### config.mk
export PLATFORM = sky130hd
export DESIGN_NAME = fogl_top
export DESIGN_NICKNAME = d
export VERILOG_FILES = /design/src/fogl_sync.v /design/src/fogl_wave.v /design/src/fogl_top.v
export VERILOG_INCLUDE_DIRS = /design/src
export SDC_FILE = /design/constraint.sdc
export NUM_CORES = 1
export LEC_CHECK = 0
export ABC_AREA = 1
export ABC_CLOCK_PERIOD_IN_PS = 4200
export BUFFER_PORTS_ARGS = -buffer_cell sky130_fd_sc_hd__buf_2
export CAP_MARGIN = 20
export CORE_ASPECT_RATIO = 1.75
export CORE_MARGIN = 2
export CORE_UTILIZATION = 55
export CTS_BUF_LIST = sky130_fd_sc_hd__clkbuf_4 sky130_fd_sc_hd__clkbuf_8
export DETAILED_ROUTE_END_ITERATION = 16
export PLACE_DENSITY = 0.78
export SLEW_MARGIN = 10
export SYNTH_ARGS = -nofsm -noshare
export SYNTH_HDL_FRONTEND = slang
export SYNTH_SLANG_ARGS = --single-unit
### constraint.sdc
create_clock -name clk -period 4.2 [get_ports clk]
set_input_delay 0.63 -clock clk [delete_from_list [all_inputs] [get_ports clk]]
set_output_delay 0.63 -clock clk [all_outputs]
set_load 0.01 [all_outputs]
### src/fogl_regs.vh
`ifndef FOGL_REGS_VH
`define FOGL_REGS_VH

// Register offsets (byte addresses, one 32-bit word each)
`define FOGL_ADDR_CTRL      8'h00
`define FOGL_ADDR_ALTCFG    8'h04
`define FOGL_ADDR_DEVSTAT   8'h08
`define FOGL_ADDR_WAKESTAT2 8'h0C
`define FOGL_ADDR_LEVEL     8'h10
`define FOGL_ADDR_COUNTS    8'h14

// Control register fields
`define FOGL_CTRL_TEST_FORCE 0
`define FOGL_CTRL_OV_EN      1
`define FOGL_CTRL_DUTY_LSB   2
`define FOGL_CTRL_CFG_LSB    4
`define FOGL_CTRL_RESET      6'h00

// Alternate-function register fields
`define FOGL_ALT_P2_LSB    0
`define FOGL_ALT_P3_LSB    3
`define FOGL_ALT_P2_SW     6
`define FOGL_ALT_P3_SW     7
`define FOGL_ALT_RESET     8'h00

// Alternate-function codes per pin
`define FOGL_FN_FAIL  3'h0
`define FOGL_FN_OFF   3'h1
`define FOGL_FN_WAKE  3'h2
`define FOGL_FN_LS    3'h3
`define FOGL_FN_HS    3'h4

// Device modes as delivered by the mode state machine
`define FOGL_MODE_INIT     3'h0
`define FOGL_MODE_NORMAL   3'h1
`define FOGL_MODE_STOP     3'h2
`define FOGL_MODE_SLEEP    3'h3
`define FOGL_MODE_RESTART  3'h4
`define FOGL_MODE_FAILSAFE 3'h5

// Failure counts
`define FOGL_UV_LIMIT   3'h4
`define FOGL_WD_LIMIT   2'h2

// Timing
`define FOGL_CLK_NS       10
`define FOGL_IND_HALF_MS  400
`define FOGL_PUL_PER_MS   10
`define FOGL_IND_HALF_CYC (`FOGL_IND_HALF_MS * 1000000 / `FOGL_CLK_NS)
`define FOGL_PUL_PER_CYC  (`FOGL_PUL_PER_MS * 1000000 / `FOGL_CLK_NS)

`endif

### src/fogl_sync.v
`timescale 1ns/10ps
`default_nettype none

module fogl_sync #(
   parameter W = 1
) (
   input  wire         clk,
   input  wire         nrst,
   input  wire [W-1:0] d,
   output wire [W-1:0] q
);

   ////////////////////////////////////////////////////////////////////////////
   genvar i;
   generate
      for (i = 0; i < W; i = i + 1)
      begin : g_bit
         reg meta_q;
         reg sync_q;
         // Two flops per bit; only the second is ever read
         always @(posedge clk or negedge nrst)
         begin
            if (!nrst)
            begin
               meta_q <= 1'b0;
               sync_q <= 1'b0;
            end
            else
            begin
               meta_q <= d[i];
               sync_q <= meta_q;
            end
         end
         assign q[i] = sync_q;
      end
   endgenerate

endmodule // fogl_sync

`default_nettype wire

### src/fogl_wave.v
`timescale 1ns/10ps
`default_nettype none

module fogl_wave #(
   parameter [25:0] IND_HALF = 26'h2625A00,
   parameter [19:0] PUL_PER  = 20'hF4240
) (
   input  wire       clk,
   input  wire       nrst,
   input  wire       run,
   input  wire [1:0] duty,
   output reg        ind_low_q,
   output reg        pul_low_q
);

   reg  [25:0] ind_cnt_q;
   reg  [19:0] pul_cnt_q;
   reg         ind_ph_q;
   reg  [19:0] low_len;

   // Low time: 20, 10, 5 or 2.5 percent of the period
   always @*
   begin
      case (duty)
         2'h0:    low_len = PUL_PER / 20'h5;
         2'h1:    low_len = PUL_PER / 20'hA;
         2'h2:    low_len = PUL_PER / 20'h14;
         default: low_len = PUL_PER / 20'h28;
      endcase
   end

   ////////////////////////////////////////////////////////////////////////////
   // Counters sit at zero while idle so each activation starts a fresh phase
   always @(posedge clk or negedge nrst)
   begin
      if (!nrst)
      begin
         ind_cnt_q <= 26'h0;
         pul_cnt_q <= 20'h0;
         ind_ph_q  <= 1'b0;
         ind_low_q <= 1'b0;
         pul_low_q <= 1'b0;
      end
      else if (!run)
      begin
         ind_cnt_q <= 26'h0;
         pul_cnt_q <= 20'h0;
         ind_ph_q  <= 1'b0;
         ind_low_q <= 1'b0;
         pul_low_q <= 1'b0;
      end
      else
      begin
         // Half period count, phase flips: 50 percent duty
         if (ind_cnt_q == IND_HALF - 26'h1)
         begin
            ind_cnt_q <= 26'h0;
            ind_ph_q  <= ~ind_ph_q;
         end
         else
            ind_cnt_q <= ind_cnt_q + 26'h1;
         if (pul_cnt_q == PUL_PER - 20'h1)
            pul_cnt_q <= 20'h0;
         else
            pul_cnt_q <= pul_cnt_q + 20'h1;
         ind_low_q <= ~ind_ph_q;
         pul_low_q <= (pul_cnt_q < low_len);
      end
   end

endmodule // fogl_wave

`default_nettype wire

### src/fogl_top.v
// Design decisions made here: the plain strobed port and the register addresses.
`timescale 1ns/10ps
`default_nettype none
`include "fogl_regs.vh"

// How it works
// - Three open-drain fail pins pull low to signal failure.
// - Severe thermal shutdown, rail short and other faults activate the fail pins.
// - Watchdog failures activate after second failure (config 3/4), first (config 1/2).
// - Rail overvoltage activates only while overvoltage enable bit is one.
// - Four consecutive rail undervoltage events activate the fail pins.
// - Activation also requests fail-safe; watchdog cases follow hardware configuration.
// - Every activation sets the fail-active flag.
// - Test-force bit drives fail pins independently of failure bits.
// - Clearing test-force turns pins off when no failure exists.
// - In normal mode, clear needs faults gone and flag cleared by software.
// - Watchdog flag also clears on non-watchdog failure or watchdog off in stop.
// - In config 2 the first watchdog failure leaves fail flag unset.
// - All three activate together; first pin held statically low.
// - Indicator pin blinks 1.25 Hz at 50 percent while active.
// - Pulsed pin runs 100 Hz with 20 percent low time.
// - Pulsed duty selectable 20, 10, 5, 2.5 percent; 20 after reset.
// - Pins two and three default to fail function; alternates selectable.
// - Wake-configured pin detects wake-ups and records them in wake status two.
// - Switch-configured pin just turns on or off under register control.
// - Pin levels reported in normal and stop modes, switches included.
// - Mode table: configure in normal, freeze in stop/sleep, restart/fail-safe limits.
// - Pin configured off stays off in every mode.
// - Leaving restart resumes switch function, configuration untouched; wake function keeps running through restart.
// - Activated fail outputs persist through restart and into normal mode.
module fogl_top #(
   parameter [25:0] IND_HALF_CYC = `FOGL_IND_HALF_CYC,
   parameter [19:0] PUL_PER_CYC  = `FOGL_PUL_PER_CYC
) (
   input  wire        clk,
   input  wire        nrst,
   input  wire [7:0]  addr,
   input  wire [31:0] wdata,
   input  wire        wr,
   input  wire        rd,
   output reg  [31:0] rdata,
   input  wire [2:0]  mode,
   input  wire        severe_thermal_shutdown,
   input  wire        rail_short,
   input  wire        rail_overvoltage,
   input  wire        rail_undervoltage,
   input  wire        watchdog_fail_flag_event,
   input  wire        wd_trigger_ok,
   input  wire        wd_disabled_stop,
   input  wire        indicator_fail_pin_in,
   input  wire        pulsed_fail_pin_in,
   output reg         static_fail_pin_oe,
   output reg         indicator_fail_pin_out,
   output reg         indicator_fail_pin_oe,
   output reg         pulsed_fail_pin_out,
   output reg         pulsed_fail_pin_oe,
   output reg         failsafe_req,
   output reg         wake_req
);

   reg  [5:0]  ctrl_q;
   reg  [7:0]  alt_q;
   reg         fail_flag_q;
   reg         fail_latch_q;
   reg         wd_flag_q;
   reg  [1:0]  wd_cnt_q;
   reg  [2:0]  uv_cnt_q;
   reg         uv_prev_q;
   reg         nonwd_prev_q;
   reg  [1:0]  pin_prev_q;
   reg  [1:0]  wake_stat_q;
   reg  [1:0]  level_q;
   wire [3:0]  flt_s;
   wire [1:0]  pin_s;
   wire        ind_low;
   wire        pul_low;

   ////////////////////////////////////////////////////////////////////////////
   // Analog fault comparators and pin receivers come from outside the clock
   fogl_sync #(
      .W (4)
   ) u_sync_flt (
      .clk  (clk),
      .nrst (nrst),
      .d    ({rail_undervoltage, rail_overvoltage, rail_short, severe_thermal_shutdown}),
      .q    (flt_s)
   );

   fogl_sync #(
      .W (2)
   ) u_sync_pin (
      .clk  (clk),
      .nrst (nrst),
      .d    ({pulsed_fail_pin_in, indicator_fail_pin_in}),
      .q    (pin_s)
   );

   ////////////////////////////////////////////////////////////////////////////
   // Decoded control fields
   wire       test_force_bit          = ctrl_q[`FOGL_CTRL_TEST_FORCE];
   wire       overvoltage_fail_enable = ctrl_q[`FOGL_CTRL_OV_EN];
   wire [1:0] pulsed_duty_select      = ctrl_q[`FOGL_CTRL_DUTY_LSB +: 2];
   wire [1:0] hw_cfg                  = ctrl_q[`FOGL_CTRL_CFG_LSB +: 2];
   wire [2:0] fn2                     = alt_q[`FOGL_ALT_P2_LSB +: 3];
   wire [2:0] fn3                     = alt_q[`FOGL_ALT_P3_LSB +: 3];
   wire       sw2                     = alt_q[`FOGL_ALT_P2_SW];
   wire       sw3                     = alt_q[`FOGL_ALT_P3_SW];

   wire m_normal   = (mode == `FOGL_MODE_NORMAL);
   wire m_stop     = (mode == `FOGL_MODE_STOP);
   wire m_restart  = (mode == `FOGL_MODE_RESTART);
   wire m_failsafe = (mode == `FOGL_MODE_FAILSAFE);

   // Bus decode; settings are only writable in normal mode, frozen elsewhere
   wire wr_ctrl  = wr && (addr == `FOGL_ADDR_CTRL) && m_normal;
   wire wr_alt   = wr && (addr == `FOGL_ADDR_ALTCFG) && m_normal;
   wire wr_dev   = wr && (addr == `FOGL_ADDR_DEVSTAT);
   wire wr_wake  = wr && (addr == `FOGL_ADDR_WAKESTAT2);

   ////////////////////////////////////////////////////////////////////////////
   // Failure causes
   wire uv_evt      = flt_s[3] & ~uv_prev_q;
   wire uv_hit      = uv_evt && (uv_cnt_q == `FOGL_UV_LIMIT - 3'h1);
   wire nonwd_lvl   = flt_s[0] | flt_s[1] | (flt_s[2] & overvoltage_fail_enable);
   wire nonwd_rise  = (nonwd_lvl & ~nonwd_prev_q) | uv_hit;
   // Config 3/4 need a failure already counted, config 1/2 fire at once
   wire cfg_late    = hw_cfg[1];
   wire wd_hit      = watchdog_fail_flag_event && (!cfg_late || (wd_cnt_q != 2'h0));
   // Config 2 first failure drives the pins without raising the flag
   wire wd_noflag   = (hw_cfg == 2'h1) && (wd_cnt_q == 2'h0);
   wire fail_evt    = nonwd_rise | wd_hit;
   wire flag_evt    = nonwd_rise | (wd_hit & ~wd_noflag);
   // Causes still standing block any clear
   wire cause_now   = nonwd_lvl | wd_flag_q | flt_s[3];
   wire clr_req     = wr_dev && wdata[0] && m_normal && !cause_now;
   wire fail_active = fail_latch_q | test_force_bit;

   ////////////////////////////////////////////////////////////////////////////
   // Failure latch, flag and counters
   always @(posedge clk or negedge nrst)
   begin
      if (!nrst)
      begin
         fail_latch_q <= 1'b0;
         fail_flag_q  <= 1'b0;
         wd_flag_q    <= 1'b0;
         wd_cnt_q     <= 2'h0;
         uv_cnt_q     <= 3'h0;
         uv_prev_q    <= 1'b0;
         nonwd_prev_q <= 1'b0;
         failsafe_req <= 1'b0;
      end
      else
      begin
         uv_prev_q    <= flt_s[3];
         nonwd_prev_q <= nonwd_lvl;
         // Latch holds through restart and normal entry until cleared
         if (fail_evt)
            fail_latch_q <= 1'b1;
         else if (clr_req)
            fail_latch_q <= 1'b0;
         // A new failure in the clearing cycle wins
         if (flag_evt)
            fail_flag_q <= 1'b1;
         else if (clr_req)
            fail_flag_q <= 1'b0;
         if (watchdog_fail_flag_event)
            wd_flag_q <= 1'b1;
         else if (wd_trigger_ok || nonwd_rise || (m_stop && wd_disabled_stop))
            wd_flag_q <= 1'b0;
         if (watchdog_fail_flag_event && (wd_cnt_q != `FOGL_WD_LIMIT))
            wd_cnt_q <= wd_cnt_q + 2'h1;
         else if (clr_req)
            wd_cnt_q <= 2'h0;
         // Undervoltage events count up to the limit, reset on a clean clear
         if (uv_evt && (uv_cnt_q != `FOGL_UV_LIMIT))
            uv_cnt_q <= uv_cnt_q + 3'h1;
         else if (clr_req)
            uv_cnt_q <= 3'h0;
         // Config 1 and 3 send watchdog failures to fail-safe, 2 and 4 restart
         failsafe_req <= nonwd_rise | (wd_hit & ~hw_cfg[0]);
      end
   end

   ////////////////////////////////////////////////////////////////////////////
   // Configuration registers; only reset or a normal-mode write change them,
   // so restart never disturbs the stored alternate function
   always @(posedge clk or negedge nrst)
   begin
      if (!nrst)
      begin
         ctrl_q <= `FOGL_CTRL_RESET;
         alt_q  <= `FOGL_ALT_RESET;
      end
      else
      begin
         if (wr_ctrl)
            ctrl_q <= wdata[5:0];
         if (wr_alt)
            alt_q <= wdata[7:0];
      end
   end

   ////////////////////////////////////////////////////////////////////////////
   fogl_wave #(
      .IND_HALF (IND_HALF_CYC),
      .PUL_PER  (PUL_PER_CYC)
   ) u_wave (
      .clk       (clk),
      .nrst      (nrst),
      .run       (fail_active),
      .duty      (pulsed_duty_select),
      .ind_low_q (ind_low),
      .pul_low_q (pul_low)
   );

   ////////////////////////////////////////////////////////////////////////////
   // Per-pin function under the current mode
   reg  ind_oe_d;
   reg  ind_out_d;
   reg  pul_oe_d;
   reg  pul_out_d;
   reg  act_q;
   reg  [1:0] wake_cap;

   always @*
   begin
      ind_oe_d  = 1'b0;
      ind_out_d = 1'b0;
      pul_oe_d  = 1'b0;
      pul_out_d = 1'b0;
      wake_cap  = 2'h0;
      // Indicator pin
      case (fn2)
         `FOGL_FN_FAIL:
            ind_oe_d = fail_active & ind_low;
         `FOGL_FN_WAKE:
            wake_cap[0] = ~m_failsafe;
         `FOGL_FN_LS:
            ind_oe_d = sw2 & ~m_restart & ~m_failsafe;
         `FOGL_FN_HS:
         begin
            ind_oe_d  = sw2 & ~m_restart & ~m_failsafe;
            ind_out_d = 1'b1;
         end
         default:
            ind_oe_d = 1'b0;
      endcase
      // Pulsed pin
      case (fn3)
         `FOGL_FN_FAIL:
            pul_oe_d = fail_active & pul_low;
         `FOGL_FN_WAKE:
            wake_cap[1] = ~m_failsafe;
         `FOGL_FN_LS:
            pul_oe_d = sw3 & ~m_restart & ~m_failsafe;
         `FOGL_FN_HS:
         begin
            pul_oe_d  = sw3 & ~m_restart & ~m_failsafe;
            pul_out_d = 1'b1;
         end
         default:
            pul_oe_d = 1'b0;
      endcase
   end

   // Static pin waits one cycle so all three pins start together
   always @(posedge clk or negedge nrst)
   begin
      if (!nrst)
      begin
         act_q <= 1'b0;
         static_fail_pin_oe     <= 1'b0;
         indicator_fail_pin_oe  <= 1'b0;
         indicator_fail_pin_out <= 1'b0;
         pulsed_fail_pin_oe     <= 1'b0;
         pulsed_fail_pin_out    <= 1'b0;
      end
      else
      begin
         act_q <= fail_active;
         static_fail_pin_oe     <= fail_active & act_q;
         indicator_fail_pin_oe  <= ind_oe_d;
         indicator_fail_pin_out <= ind_out_d;
         pulsed_fail_pin_oe     <= pul_oe_d;
         pulsed_fail_pin_out    <= pul_out_d;
      end
   end

   ////////////////////////////////////////////////////////////////////////////
   // Wake detection on either edge, same as the dedicated wake pins
   wire [1:0] pin_edge = (pin_s ^ pin_prev_q) & wake_cap;
   wire       lvl_upd  = m_normal | m_stop;

   always @(posedge clk or negedge nrst)
   begin
      if (!nrst)
      begin
         pin_prev_q  <= 2'h0;
         wake_stat_q <= 2'h0;
         level_q     <= 2'h0;
         wake_req    <= 1'b0;
      end
      else
      begin
         pin_prev_q <= pin_s;
         // Set wins over a same-cycle write-one clear
         wake_stat_q <= pin_edge | (wake_stat_q & ~({2{wr_wake}} & wdata[1:0]));
         if (lvl_upd)
            level_q <= pin_s;
         wake_req <= |pin_edge;
      end
   end

   ////////////////////////////////////////////////////////////////////////////
   // Read port; data stand in the cycle after the strobe only
   always @(posedge clk or negedge nrst)
   begin
      if (!nrst)
         rdata <= 32'h00000000;
      else if (!rd)
         rdata <= 32'h00000000;
      else
      begin
         case (addr)
            `FOGL_ADDR_CTRL:      rdata <= {26'h0, ctrl_q};
            `FOGL_ADDR_ALTCFG:    rdata <= {24'h0, alt_q};
            `FOGL_ADDR_DEVSTAT:   rdata <= {29'h0, fail_active, wd_flag_q, fail_flag_q};
            `FOGL_ADDR_WAKESTAT2: rdata <= {30'h0, wake_stat_q};
            `FOGL_ADDR_LEVEL:     rdata <= {30'h0, level_q};
            `FOGL_ADDR_COUNTS:    rdata <= {27'h0, wd_cnt_q, uv_cnt_q};
            default:              rdata <= 32'h00000000;
         endcase
      end
   end

endmodule // fogl_top

`default_nettype wire

After elaboration in Yosys (flattened, before gate mapping)
Cells that the tools add are included.

Register bits: 131. Bits of input ports: 56. Output and inout port bits: 39.

Add/subtract/negate cells: 4. Order comparisons: 1. Equality and inequality tests: 24. Mux-type cells: 26. Bitwise gates (word level): 35. Reduce and logical (&&, ||, !) cells: 34.

Operators by type and width (number): 18-bit one-hot mux with 3 select lines (1); 26-bit two-way mux (2); 8-bit one-hot mux with 6 select lines (1); 20-bit two-way mux (2); 26-bit by 1-bit adder with 26-bit output, second input constant (1); 26-bit equality test, second input constant (1); 20-bit by 1-bit adder with 20-bit output, second input constant (1); 20-bit equality test, second input constant (1); 20-bit by 18-bit less-than comparator with 1-bit output (1); 3-bit by 2-bit equality test with 1-bit output, second input constant (6); 8-bit by 4-bit equality test with 1-bit output, second input constant (2); 8-bit by 5-bit equality test with 1-bit output, second input constant (2); 1-bit logical AND (15); 1-bit two-way mux (13); 1-bit AND (12); 3-bit equality test, second input constant (4); 2-bit nonzero test (6); 1-bit bitwise OR (10); 8-bit by 3-bit equality test with 1-bit output, second input constant (1); 8-bit logical NOT (1); 8-bit two-way mux (1); 1-bit inverter (7); 2-bit AND (3); 3-bit logical NOT (2); 18 further kinds (28).

Longest topological paths before layout
Gate-level depths: netlist of run 1.

Word-level depth: 8. Mapped depth: 11. Depth with buffers taken out: 11.

Modules after synthesis
Synthesis of run 1 repeated with hierarchy kept, for this count alone.

Cells, all modules: 756. Area, all modules: 6040.8 um2.

Modules (own cells, without submodules): fogl_wave (times used 1, cells each 439, area an instance 3200.6 um2, seq. area each 1226.2 um2); fogl_top (times used 1, cells each 299, area an instance 2494.9 um2, seq. area each 1151.1 um2); fogl_sync (u_sync_flt) (times used 1, cells each 12, area an instance 230.2 um2, seq. area each 200.2 um2); fogl_sync (u_sync_pin) (times used 1, cells each 6, area an instance 115.1 um2, seq. area each 100.1 um2).

Least setup slack after synthesis of run 1
OpenSTA, ideal clock, no wires.

Kind: input to register. Start: input port addr[0]. End: register alt_q[5]. Library setup time: 118 ps. Arrival: 1505 ps. Data required time: 4082 ps. Setup slack: 2576 ps. Stages on the path: 9. Cells stage by stage: inv_1 > nand2_2 > nor3_4 > nand2_4 > clkinv_2 > nand2_4 > buf_6 > nand2_1 > o21ai_2.

Word-level cells in the longest chain between the ends: 3.

RTL lines: start: declaration (RTL line fogl_top.v:37) `input wire [7:0] addr,`; 8-bit by 3-bit equality test with 1-bit output; 1-bit logical AND (2 in series) (RTL line fogl_top.v:116) `` wire wr_alt = wr && (addr == `FOGL_ADDR_ALTCFG) && m_normal; ``; end signal: assignment (RTL line fogl_top.v:193) `` alt_q <= `FOGL_ALT_RESET; ``; end signal: assignment (RTL line fogl_top.v:200) `alt_q <= wdata[7:0];`; end: declaration (RTL line fogl_top.v:62) `reg [7:0] alt_q;`.

Every way passes these cells. A chain may end at the register's enable or synchronous reset.

Worst setup path after layout of run 1
Start: register ctrl_q[3]. End: register u_wave.pul_low_q.

Word-level cells in the longest chain between the ends: 4. Elaborated cells between the ends (all ways): 6. Those cells by class: 1 x order compare; 2 x eq/ne; 2 x mux; 1 x reduce/logical.

RTL lines: start: declaration (RTL line fogl_top.v:61) `reg [5:0] ctrl_q;`; start signal: assignment (RTL line fogl_top.v:192) `` ctrl_q <= `FOGL_CTRL_RESET; ``; start signal: assignment (RTL line fogl_top.v:198) `ctrl_q <= wdata[5:0];`; 2-bit equality test (tied with other cells) (RTL line fogl_wave.v:24) `case (duty)`; 18-bit one-hot mux with 3 select lines (*) (RTL line fogl_wave.v:24); 20-bit by 18-bit less-than comparator with 1-bit output (*) (RTL line fogl_wave.v:67) `pul_low_q <= (pul_cnt_q < low_len);`; 1-bit two-way mux (*) (RTL line fogl_wave.v:44) `else if (!run)`; end signal: assignment (RTL line fogl_wave.v:67); end: declaration (RTL line fogl_wave.v:13) `output reg pul_low_q`.

Mark *: on every way between the ends. The rest lies on a longest branch, timed or not.

==> load_flow_metrics.sql, run 1 <==
INSERT INTO impl_metrics (metric_group, metric, value, unit) VALUES
('worst_setup_path', 'cp_cell_sequence', 'inv_1 > ha_1 > inv_1 > ha_1 > a21oi_1 > nor3_1 > nor3_1 > nand2_1 > a21oi_1', ''),
('timing', 'setup-tns-final', '0', 'ns'),
('clock_network', 'path_clk_slew', '0.10', 'ns'),
('detailed_routing', 'drt-total-wl', '13.3', 'mm'),
('clock_network', 'cts_hold_buffers', '0', ''),
('synth', 'syn_inst', '750', ''),
('synth', 'post_synth_edffs', '0', ''),
('synth', 'synth-main-ff-cell', 'sky130_fd_sc_hd__dfrtp_1', ''),
('final_layout', 'post_route_cells_drive_above_1_share', '15.4', '%'),
('clock_network', 'ctsResizeCount', '0', ''),
('synth', 'yosysWarningCount', '0', ''),
('grt', 'grt_antenna_before_repair', '0', ''),
('grt', 'number_of_global_route_vias_before_repair', '4845', ''),
('synth', 'synth-seq-cells', '107', ''),
('worst_setup_path', 'worst-r2r-cell-count', '9', ''),
('run_status', 'outcome', 'completed', ''),
('worst_setup_path', 'worstSetupPathType', 'reg -> reg', ''),
('detailed_routing', 'drt_iter0_drc', '302', ''),
('synth', 'synthesized_area_divided_by_synthesized_cell_count', '8.02', 'sq um'),
('die', 'die-width', '83.1', 'um'),
('placed_design', 'hpwl', '10.4', 'mm'),
('clock_network', 'cts_tree', 'yes', ''),
('detailed_routing', 'routedWlPerCell', '14.2', 'um'),
('timing', 'slew_hr', '60.2', '%'),
('final_layout', 'final_common_cell', 'sky130_fd_sc_hd__nand2_1', ''),
('detailed_routing', 'drc', '0', ''),
('clock_network', 'post_cts_buffers', '0', ''),
('clock_network', 'numClockSinks', '107', ''),
('worst_setup_path', 'peak_per_stage_delay_on_the_critical_path', '0.51', 'ns'),
('die', 'initial_utilization', '56.2', '%'),
('grt', 'global_route.overflow_total', '0', ''),
('worst_setup_path', 'setup.worst_path.start_class', 'flip-flop', ''),
('detailed_routing', 'detailroute.via_count', '4893', ''),
('clock_network', 'worstSkewPairLatency', '0.38', 'ns'),
('synth', 'synth_async_sr_flop_share', '100', '%'),
('final_layout', 'area_delta_synth_final', '7.63', '%'),
('grt', 'grt_start_max_net_pins', '47', ''),
('die', 'core', '0.0107', 'sq mm'),
('worst_setup_path', 'path_buf_inv', '2', ''),
('pwr', 'power_density', '306', 'mW/mm^2'),
('worst_setup_path', 'critical_path_peak_fanout', '7', ''),
('timing', 'period_needed', '2.01', 'ns'),
('worst_setup_path', 'worst_ep_required_time', '4.49', 'ns'),
('run', 'drv.max_cap_violation_count', '0', ''),
('final_layout', 'num_antenna_cells', '0', ''),
('worst_setup_path', 'critical_path.slowest_cell', 'sky130_fd_sc_hd__dfrtp_1', ''),
('synth', 'synth-seq-area-share', '44.5', '%'),
('detailed_routing', 'route.antenna.remaining_nets', '0', ''),
('timing', 'timing.final.crit_share', '47.9', '%'),
('worst_setup_path', 'crit-reg2reg-launch', 'ctrl_q[3]', ''),
('die', 'die_area', '0.0118', 'sq mm'),
('timing', 'count_of_endpoints_failing_setup_in_the_final_report', '0', ''),
('worst_setup_path', 'reg2reg_to', 'u_wave.pul_low_q', ''),
('pwr', 'ir_drop', '0.237', 'mV'),
('timing', 'clock.fmax', '497', 'MHz'),
('final_layout', 'num-nets-final', '880', ''),
('timing', 'worstMarginPinSlew', '0.597', 'ns'),
('detailed_routing', 'drt-pass1-iter-count', '5', ''),
('worst_setup_path', 'worst_setup_path_end_kind', 'flip-flop', ''),
('final_layout', 'nFillCells', '963', ''),
('die', 'floorplan.rows', '50', ''),
('worst_hold_path', 'hold_class', 'in -> async', ''),
('clock_network', 'cts_made_buffers', '9', ''),
('worst_setup_path', 'cp_top_family', 'adder cells', ''),
('final_layout', 'multi_input_area', '0.00280', 'sq mm'),
('clock_network', 'clock_tree.buffer_depth', '2', ''),
('timing', 'worst_clock_skew', '0.0101', 'ns'),
('timing', 'report.final.slew_viol_count', '0', ''),
('synth', 'ys_types', '40', ''),
('grt', 'groute.usage.overall', '23.0', '%'),
('final_layout', 'final_cell_mix', '158 x sky130_fd_sc_hd__nand2_1, 117 x sky130_fd_sc_hd__nor2_1, 107 x sky130_fd_sc_hd__dfrtp_1', '');
[cells by family (layout without fill, tap and decap cells)]
group / count (synthesis) / after routing / synth area share (%)
and+or+nand+nor: 415 / 415 / 32.1
buffers and inverters: 136 / 170 / 10.4
DFF: 107 / 107 / 44.5
AOI/OAI and AO/OA: 44 / 44 / 4.58
xor gates and xnor gates: 23 / 23 / 3.35
adders and majority gates: 22 / 22 / 4.58
muxes: 2 / 2 / 0.374
other: 1 / 24 / 0.0623
[metrics by stage]
stage	instances	worst slack, ns	instance area [sq um]	power [mW]	utilization [%]
CTS	937	2.18	6470	2.00	60.5
global route	937	2.03	6470	2.07	60.5
floorplan	773	2.58	6100	1.32	-
global placement	921	2.21	6290	1.37	58.8
finish	937	2.19	6470	1.98	60.5
detailed placement	921	2.19	6290	1.39	58.8
[report_power, final]
| group | internal (mW) | switching (mW) |
|---|---|---|
| combinational | 0.0814 | 0.149 |
| clock | 0.230 | 0.382 |
| sequential | 1.09 | 0.0530 |
[registers in the layout, summed over array words and instances, names as in the netlist, 2 cells and up]
signal,count
u_sync_pin.g_bit.meta_q,2
ctrl_q,6
u_sync_flt.g_bit.meta_q,4
wd_cnt_q,2
uv_cnt_q,3
u_wave.pul_cnt_q,20
u_wave.ind_cnt_q,26
u_sync_flt.g_bit.sync_q,4
alt_q,8
u_sync_pin.g_bit.sync_q,2
level_q,2
rdata,8
pin_prev_q,2
wake_stat_q,2
[worst register-to-register path: cells and delay by family, from the launching register on]
kind | cells | cell delay [ns]
AO/OA/AOI/OAI | 2 | 0.31
adder cells (fa/ha/maj) | 2 | 0.59
AND/OR/NAND/NOR | 3 | 0.32
flip-flops | 1 | 0.51
buffers and inverters | 2 | 0.20
[cell type report]
class / instances / share of cell area (%)
repair buffers: 49 / 3.94
inverters: 105 / 6.11
multi-input cells: 530 / 43.2
clock inverters: 7 / 0.966
clock buffers: 9 / 1.91
flip-flops and latches: 107 / 41.4
well taps: 130 / 2.51
[cell usage after synthesis (all sizes together) (12+ instances only)]
library cell	number	share of area (%)
a21oi	12	1.0
buf	29	3.7
dfrtp	107	45
ha	22	4.6
inv	104	6.5
nand2	169	11
nand3	56	5.1
nand4	18	2.0
nor2	128	8.6
nor3	34	4.0
o21ai	29	3.2
xor2	19	2.8
[per-layer routing]
| metal | up-vias | routed length [um] | track usage [%] |
|---|---|---|---|
| li1 | 2429 | - | - |
| met5 | - | 0 | 0 |
| met2 | 148 | 7280 | 43.5 |
| met4 | 0 | 601 | 13.9 |
| met1 | 2280 | 4870 | 23.6 |
| met3 | 36 | 535 | 3.36 |
[worst max-delay path by stage]
stage | depth (start not counted) | start | slack, ns | end
3_3_place_gp | 7 | addr[5] | 2.21 | ctrl_q[0]
4_1_cts | 9 | ctrl_q[3] | 2.18 | u_wave.pul_low_q
2_1_floorplan | 9 | addr[0] | 2.58 | alt_q[5]
6_report | 9 | ctrl_q[3] | 2.19 | u_wave.pul_low_q
5_1_grt | 9 | u_wave.ind_cnt_q[0] | 2.03 | u_wave.ind_ph_q
3_5_place_dp | 7 | addr[5] | 2.19 | ctrl_q[0]
Power figures use the tool's default switching activity.
==> run 2: changes to the inputs <==
--- a/config.mk
+++ b/config.mk
@@ -7,12 +7,12 @@
 export NUM_CORES = 1
 export LEC_CHECK = 0
 export ABC_AREA = 1
-export ABC_CLOCK_PERIOD_IN_PS = 4200
+export ABC_CLOCK_PERIOD_IN_PS = 1600
 export BUFFER_PORTS_ARGS = -buffer_cell sky130_fd_sc_hd__buf_2
 export CAP_MARGIN = 20
 export CORE_ASPECT_RATIO = 1.75
 export CORE_MARGIN = 2
-export CORE_UTILIZATION = 55
+export CORE_UTILIZATION = 53
 export CTS_BUF_LIST = sky130_fd_sc_hd__clkbuf_4 sky130_fd_sc_hd__clkbuf_8
 export DETAILED_ROUTE_END_ITERATION = 16
 export PLACE_DENSITY = 0.78
==> constraint.sdc (replaced) <==
create_clock -name clk -period 1.6 [get_ports clk]
set_input_delay 0.24 -clock clk [delete_from_list [all_inputs] [get_ports clk]]
set_output_delay 0.24 -clock clk [all_outputs]
set_load 0.01 [all_outputs]
==> run 2 against run 1 <==
Effect of this change: the run now ends with setup timing left; via count grew 4.8%; critical endpoint unchanged; clock power increased to 2.8 times the previous value; largest power group unchanged; clock-buffer cell count unchanged; critical path depth up 3; design area increased by 8.4%; wire length increased by 10%.
==> load_flow_metrics.sql, run 2 (synthesis results as in run 1) <==
INSERT INTO impl_metrics (metric_group, metric, value, unit) VALUES
('detailed_routing', 'routedWlPerCell', '15.0', 'um'),
('worst_setup_path', 'worst_ep_required_time', '1.88', 'ns'),
('pwr', 'ir_drop', '0.659', 'mV'),
('timing', 'clock.fmax', '561', 'MHz'),
('final_layout', 'biggestRegsByFlops', 'u_wave.ind_cnt_q (26), u_wave.pul_cnt_q (20)', ''),
('final_layout', 'layout.cell_area.non_filler', '0.00702', 'sq mm'),
('detailed_routing', 'drt-pass1-iter-count', '4', ''),
('timing', 'timing.hold.ws', '0.0892', 'ns'),
('clock_network', 'clock_tree.buffer_depth', '2', ''),
('final_layout', 'seq_area', '0.00268', 'sq mm'),
('final_layout', 'final_cell_mix', '155 x sky130_fd_sc_hd__nand2_1, 112 x sky130_fd_sc_hd__nor2_1, 103 x sky130_fd_sc_hd__dfrtp_1', ''),
('detailed_routing', 'highest_layer', 'met4', ''),
('detailed_routing', 'detail_route.wirelength.met1', '5.12', 'mm'),
('clock_network', 'cts_made_buffers', '9', ''),
('detailed_routing', 'drc', '0', ''),
('worst_setup_path', 'data_arrival_time_of_the_critical_path', '2.06', 'ns'),
('detailed_routing', 'detailroute.via_count', '5128', ''),
('detailed_routing', 'drt-total-wl', '14.6', 'mm'),
('timing', 'period_needed', '1.78', 'ns'),
('timing', 'hold_viol', '0', ''),
('timing', 'count_of_endpoints_failing_setup_in_the_final_report', '1', ''),
('clock_network', 'cts_htree_levels', '3', ''),
('pwr', 'power.sequential.fraction', '56.1', '%'),
('grt', 'global_route.overflow_total', '0', ''),
('die', 'die-width', '84.5', 'um'),
('grt', 'grt_first_pass_wirelength', '23.1', 'mm'),
('detailed_routing', 'drt_iter0_drc', '305', ''),
('placed_design', 'gpl.final_weighted_congestion', '0.924', ''),
('die', 'floorplan.rows', '51', ''),
('clock_network', 'cts_tree', 'yes', ''),
('final_layout', 'num_antenna_cells', '0', ''),
('worst_hold_path', 'hold_class', 'in -> reg', ''),
('detailed_routing', 'route.antenna.remaining_nets', '0', ''),
('final_layout', 'post_route_cells_drive_above_1_share', '22.1', '%'),
('worst_setup_path', 'worst_setup_path_end_kind', 'flip-flop', ''),
('run_status', 'outcome', 'complete, but fails checks', ''),
('final_layout', 'final_util', '63.2', '%'),
('pwr', 'net_switching_component_of_the_power', '1.62', 'mW'),
('detailed_routing', 'wl_met2', '8.00', 'mm'),
('timing', 'report.final.slew_viol_count', '0', ''),
('worst_setup_path', 'worstSetupPathType', 'reg -> reg', ''),
('timing', 'timing.final.crit_share', '111', '%'),
('grt', 'groute.usage.overall', '23.7', '%'),
('worst_setup_path', 'critical_path_peak_fanout', '4', ''),
('placed_design', 'dp_slack', '-0.0999', 'ns'),
('die', 'ios', '95', ''),
('final_layout', 'area_delta_synth_final', '16.7', '%'),
('clock_network', 'clock-root-buffer', 'sky130_fd_sc_hd__clkbuf_8', ''),
('clock_network', 'numClockSinks', '107', ''),
('grt', 'grt_start_max_net_pins', '52', ''),
('die', 'core', '0.0111', 'sq mm'),
('clock_network', 'path_clk_slew', '0.11', 'ns'),
('timing', 'worst_clock_skew', '0.0139', 'ns'),
('die', 'die_area', '0.0122', 'sq mm'),
('placed_design', 'placement.io_buffers', '46', ''),
('clock_network', 'worstSkewPairLatency', '0.39', 'ns'),
('timing', 'setup-tns-final', '-0.183', 'ns'),
('worst_setup_path', 'critical_path.slowest_cell', 'sky130_fd_sc_hd__dfrtp_2', ''),
('final_layout', 'top_register', 'u_wave.ind_cnt_q', ''),
('worst_setup_path', 'path_buf_inv', '2', ''),
('timing', 'setup_ws', '-0.183', 'ns'),
('final_layout', 'largest_reg_flops', '26', ''),
('final_layout', 'final_common_cell', 'sky130_fd_sc_hd__nand2_1', ''),
('final_layout', 'multi_input_area', '0.00297', 'sq mm'),
('pwr', 'power_share_of_the_combinational_group', '12.2', '%'),
('pwr', 'intPower', '3.72', 'mW'),
('placed_design', 'hpwl', '10.7', 'mm'),
('worst_setup_path', 'cp_common_cell', 'sky130_fd_sc_hd__nand2_1', ''),
('die', 'initial_utilization', '54.2', '%'),
('detailed_routing', 'wl_met3', '598', 'um'),
('pwr', 'power_density', '760', 'mW/mm^2'),
('placed_design', 'placedInstanceArea', '0.00648', 'sq mm'),
('pwr', 'power.leakage', '3.42', 'nW'),
('pwr', 'sw_frac_of_total', '30.3', '%'),
('grt', 'grt_antenna_before_repair', '0', ''),
('final_layout', 'nFillCells', '960', ''),
('run_status', 'failed_checks', 'setup timing', ''),
('worst_setup_path', 'setup.worst_path.start_class', 'flip-flop', ''),
('run', 'drv.max_cap_violation_count', '0', ''),
('timing', 'grt_setup_unrepaired', 'true', ''),
('grt', 'number_of_global_route_vias_before_repair', '5122', ''),
('pwr', 'share_clk_of_total_power', '31.6', '%'),
('worst_setup_path', 'peak_per_stage_delay_on_the_critical_path', '0.45', 'ns'),
('worst_setup_path', 'cp_cell_sequence', 'inv_2 > buf_6 > ha_4 > nor2_2 > ha_1 > nand2_1 > nor2_1 > nand2_1 > nand2_1 > nand2_1 > nand2_2 > a21oi_2', ''),
('detailed_routing', 'avgViaCountPerCell', '5.27', ''),
('final_layout', 'num-nets-final', '914', ''),
('worst_setup_path', 'cp_top_family', 'simple AND/OR/NAND/NOR gates', ''),
('die', 'die-height', '145', 'um');
## run 2: worst paths after layout
| check | from | to | slack (ns) | cells after the start |
|---|---|---|---|---|
| min | wdata[6] | alt_q[6] | 0.09 | 3 |
| max reg2reg | ctrl_q[2] | u_wave.pul_low_q | -0.18 | 12 |
| min in group asynchronous | nrst | rdata[6] | 0.20 | 2 |
| min reg2reg | u_sync_flt.g_bit[1].meta_q | u_sync_flt.g_bit[1].sync_q | 0.36 | 0 |
| max in group asynchronous | nrst | u_wave.ind_cnt_q[4] | 0.89 | 3 |
| max | ctrl_q[2] | u_wave.pul_low_q | -0.18 | 12 |
## run 2: final cells by class
| class | count | share of cell area [%] |
|---|---|---|
| sequential | 107 | 38.2 |
| timing repair buffer | 83 | 8.57 |
| tap | 132 | 2.35 |
| clock buffer | 9 | 1.76 |
| clock inverter | 7 | 1.12 |
| inverter | 105 | 5.67 |
| multi-input combinational | 530 | 42.3 |
## run 2: per-stage QoR
step	std cells	total power [mW]
final	973	5.34
after global routing	973	5.57
after CTS	967	5.34
after detailed placement	942	3.66
after global placement	942	3.63
after floorplan	773	3.46
## run 2: power groups by stage
stage	Combinational [mW]	Sequential [mW]	Clock [mW]
global placement	0.594	3.04	0
detailed placement	0.618	3.04	0
floorplan	0.461	3.00	0
global route	0.738	3.02	1.82
CTS	0.640	2.99	1.72
finish	0.654	3.00	1.69
## run 2: timing repair
item,CTS,global route
hold buffers,7,0
pin swaps,10,14
endpoints found under the hold margin,113,0
gates resized for setup,18,27
setup buffers,2,6
endpoints found under the setup margin,1,19
## run 2: tightest hold or removal path, delay by kind of cell
kind | cells | cell delay (ns)
buf+inv | 1 | 0.07
simple gates | 2 | 0.12
## run 2: layer usage
layer / vias to the layer above / track usage, %
met1: 2410 / 23.9
met5: - / 0
met4: 0 / 14.4
met3: 67 / 3.64
met2: 158 / 44.1
li1: 2493 / -
==> run 3: changes to the inputs <==
--- a/config.mk
+++ b/config.mk
@@ -8,14 +8,14 @@
 export LEC_CHECK = 0
 export ABC_AREA = 1
 export ABC_CLOCK_PERIOD_IN_PS = 1600
-export BUFFER_PORTS_ARGS = -buffer_cell sky130_fd_sc_hd__buf_2
 export CAP_MARGIN = 20
 export CORE_ASPECT_RATIO = 1.75
 export CORE_MARGIN = 2
-export CORE_UTILIZATION = 53
+export CORE_UTILIZATION = 55
 export CTS_BUF_LIST = sky130_fd_sc_hd__clkbuf_4 sky130_fd_sc_hd__clkbuf_8
 export DETAILED_ROUTE_END_ITERATION = 16
-export PLACE_DENSITY = 0.78
+export DONT_BUFFER_PORTS = 1
+export PLACE_DENSITY = 0.73
 export SLEW_MARGIN = 10
 export SYNTH_ARGS = -nofsm -noshare
 export SYNTH_HDL_FRONTEND = slang
==> run 3 against run 2 <==
Effect of this change: the flow finishes with violations (hold timing, setup timing); critical endpoint unchanged; die area shrank 3.5%; maximum frequency rose by 7.9%; largest cell class unchanged; sequential power hardly changed; worst hold slack got worse by 0.55 ns; largest power group unchanged; setup slack improved by 0.13 ns; clock skew rose by 0.0015 ns; sequential share of layout area up 1.8 points; non-clock buffer count is 48 lower; flip-flop and latch count unchanged; wire length down 4.6%; power decreased by 1.9%.
==> load_flow_metrics.sql, run 3 (synthesis results as in run 1) <==
INSERT INTO impl_metrics (metric_group, metric, value, unit) VALUES
('run_status', 'outcome', 'complete, but fails checks', ''),
('run_status', 'failed_checks', 'hold timing, setup timing', ''),
('placed_design', 'gpl.final_weighted_congestion', '0.954', ''),
('pwr', 'power_density', '781', 'mW/mm^2'),
('detailed_routing', 'drt-pass1-iter-count', '4', ''),
('final_layout', 'top_register', 'u_wave.ind_cnt_q', ''),
('final_layout', 'biggestRegsByFlops', 'u_wave.ind_cnt_q (26), u_wave.pul_cnt_q (20)', ''),
('timing', 'timing.final.crit_share', '103', '%'),
('clock_network', 'worstSkewPairLatency', '0.38', 'ns'),
('final_layout', 'post_route_cells_drive_above_1_share', '16.5', '%'),
('clock_network', 'numClockSinks', '107', ''),
('pwr', 'net_switching_component_of_the_power', '1.42', 'mW'),
('grt', 'grt_first_pass_wirelength', '22.6', 'mm'),
('worst_hold_path', 'hold_class', 'in -> async', ''),
('detailed_routing', 'wl_met3', '588', 'um'),
('die', 'core', '0.0107', 'sq mm'),
('pwr', 'intPower', '3.82', 'mW'),
('detailed_routing', 'wl_met2', '7.69', 'mm'),
('pwr', 'sw_frac_of_total', '27.0', '%'),
('run', 'drv.max_cap_violation_count', '0', ''),
('worst_setup_path', 'setup.worst_path.start_class', 'flip-flop', ''),
('final_layout', 'multi_input_area', '0.00295', 'sq mm'),
('final_layout', 'nFillCells', '913', ''),
('detailed_routing', 'route.antenna.remaining_nets', '0', ''),
('worst_setup_path', 'data_arrival_time_of_the_critical_path', '1.92', 'ns'),
('grt', 'number_of_global_route_vias_before_repair', '4917', ''),
('worst_setup_path', 'worst_ep_required_time', '1.87', 'ns'),
('final_layout', 'area_delta_synth_final', '11.5', '%'),
('pwr', 'power_share_of_the_combinational_group', '10.1', '%'),
('detailed_routing', 'highest_layer', 'met4', ''),
('detailed_routing', 'routedWlPerCell', '15.1', 'um'),
('timing', 'report.final.slew_viol_count', '0', ''),
('die', 'initial_utilization', '56.2', '%'),
('timing', 'period_needed', '1.65', 'ns'),
('final_layout', 'largest_reg_flops', '26', ''),
('timing', 'setup_ws', '-0.0533', 'ns'),
('detailed_routing', 'drc', '0', ''),
('clock_network', 'clock-root-buffer', 'sky130_fd_sc_hd__clkbuf_8', ''),
('final_layout', 'seq_area', '0.00268', 'sq mm'),
('die', 'ios', '95', ''),
('detailed_routing', 'avgViaCountPerCell', '5.36', ''),
('clock_network', 'cts_htree_levels', '3', ''),
('die', 'die_area', '0.0118', 'sq mm'),
('placed_design', 'placement.io_buffers', '0', ''),
('final_layout', 'num-nets-final', '866', ''),
('pwr', 'power.sequential.fraction', '57.6', '%'),
('clock_network', 'cts_made_buffers', '9', ''),
('final_layout', 'num_antenna_cells', '0', ''),
('grt', 'grt_antenna_before_repair', '0', ''),
('timing', 'clock.fmax', '605', 'MHz'),
('pwr', 'share_clk_of_total_power', '32.3', '%'),
('clock_network', 'clock_tree.buffer_depth', '2', ''),
('clock_network', 'cts_tree', 'yes', ''),
('die', 'floorplan.rows', '50', ''),
('die', 'die-height', '142', 'um'),
('final_layout', 'final_util', '62.7', '%'),
('placed_design', 'hpwl', '10.4', 'mm'),
('timing', 'worst_clock_skew', '0.0154', 'ns'),
('pwr', 'power.leakage', '3.19', 'nW'),
('placed_design', 'dp_slack', '-0.0706', 'ns'),
('pwr', 'ir_drop', '0.541', 'mV'),
('grt', 'groute.usage.overall', '24.1', '%'),
('timing', 'worstMarginPinSlew', '0.589', 'ns'),
('clock_network', 'path_clk_slew', '0.11', 'ns'),
('final_layout', 'final_common_cell', 'sky130_fd_sc_hd__nand2_1', ''),
('timing', 'hold_viol', '107', ''),
('final_layout', 'final_cell_mix', '155 x sky130_fd_sc_hd__nand2_1, 112 x sky130_fd_sc_hd__nor2_1, 103 x sky130_fd_sc_hd__dfrtp_1', ''),
('worst_setup_path', 'critical_path_peak_fanout', '3', ''),
('die', 'die-width', '83.1', 'um'),
('timing', 'grt_setup_unrepaired', 'true', ''),
('detailed_routing', 'drt_iter0_drc', '255', ''),
('detailed_routing', 'detailroute.via_count', '4941', ''),
('grt', 'global_route.overflow_total', '0', ''),
('timing', 'slew_hr', '60.5', '%'),
('timing', 'timing.hold.ws', '-0.461', 'ns'),
('clock_network', 'cts_hold_buffers', '7', ''),
('worst_setup_path', 'worstSetupPathType', 'reg -> reg', ''),
('detailed_routing', 'detail_route.wirelength.met1', '5.00', 'mm'),
('detailed_routing', 'drt-total-wl', '14.0', 'mm'),
('timing', 'count_of_endpoints_failing_setup_in_the_final_report', '1', ''),
('timing', 'setup-tns-final', '-0.0533', 'ns'),
('grt', 'grt_start_max_net_pins', '108', ''),
('worst_setup_path', 'worst_setup_path_end_kind', 'flip-flop', '');
==> run 3: cell type report <==
type                            instances  share of cell area (%)
Multi-Input combinational cell        530                    44.0
Sequential cell                       107                    40.0
Inverter                              105                    5.94
Timing Repair Buffer                   35                    4.61
Tap cell                              130                    2.43
Clock buffer                           10                    2.05
Clock inverter                          5                   0.933
==> run 3: final timing paths <==
path / startpoint / to / slack, ns / cells past startpoint
setup / recovery: ctrl_q[2] / u_wave.pul_low_q / -0.05 / 9
hold / removal: nrst / u_wave.pul_cnt_q[9] / -0.46 / 0
setup reg to reg: ctrl_q[2] / u_wave.pul_low_q / -0.05 / 9
hold reg to reg: u_sync_flt.g_bit[2].meta_q / u_sync_flt.g_bit[2].sync_q / 0.36 / 0
max in group asynchronous: nrst / u_wave.ind_cnt_q[4] / 1.89 / 0
min in group clk: rd / rdata[0] / 0.01 / 2
==> run 3: power groups by stage <==
| stage | Clock (mW) | Sequential (mW) | Combinational, mW |
|---|---|---|---|
| final | 1.69 | 3.01 | 0.528 |
| after global placement | 0 | 3.04 | 0.468 |
| after global routing | 1.84 | 3.03 | 0.620 |
| after CTS | 1.73 | 3.00 | 0.521 |
| after floorplan | 0 | 3.00 | 0.461 |
| after detailed placement | 0 | 3.06 | 0.500 |
==> run 3: per-layer routing <==
layer  vias to the layer above  GRT usage, %
met1                      2342          25.4
met2                       161          44.1
met3                        49          3.65
met5                         -             0
li1                       2389             -
met4                         0          15.8
==> run 3: stage by stage <==
| stage | area, sq um | cells | total power, mW |
|---|---|---|---|
| floorplan | 6100 | 773 | 3.46 |
| CTS | 6480 | 910 | 5.25 |
| global placement | 6180 | 888 | 3.51 |
| global route | 6700 | 922 | 5.49 |
| detailed placement | 6180 | 888 | 3.56 |
| finish | 6700 | 922 | 5.23 |
==> run 3: worst max-delay path: stages, from the launching register on <==
cell	delay [ns]
sky130_fd_sc_hd__dfrtp_2	0.44
sky130_fd_sc_hd__inv_2	0.09
sky130_fd_sc_hd__ha_4	0.14
sky130_fd_sc_hd__inv_1	0.06
sky130_fd_sc_hd__ha_1	0.29
sky130_fd_sc_hd__inv_1	0.06
sky130_fd_sc_hd__nor3_1	0.21
sky130_fd_sc_hd__nand2_1	0.13
sky130_fd_sc_hd__nand2_2	0.09
sky130_fd_sc_hd__a21oi_2	0.05
==> run 3: repair_timing <==
item | in CTS | in global routing
hold endpoints to repair | 115 | 107
gates cloned | 0 | 0
endpoints found under the setup margin | 1 | 25
pin swaps | 0 | 14
buffers inserted | 0 | 12
gates resized for setup | 7 | 31
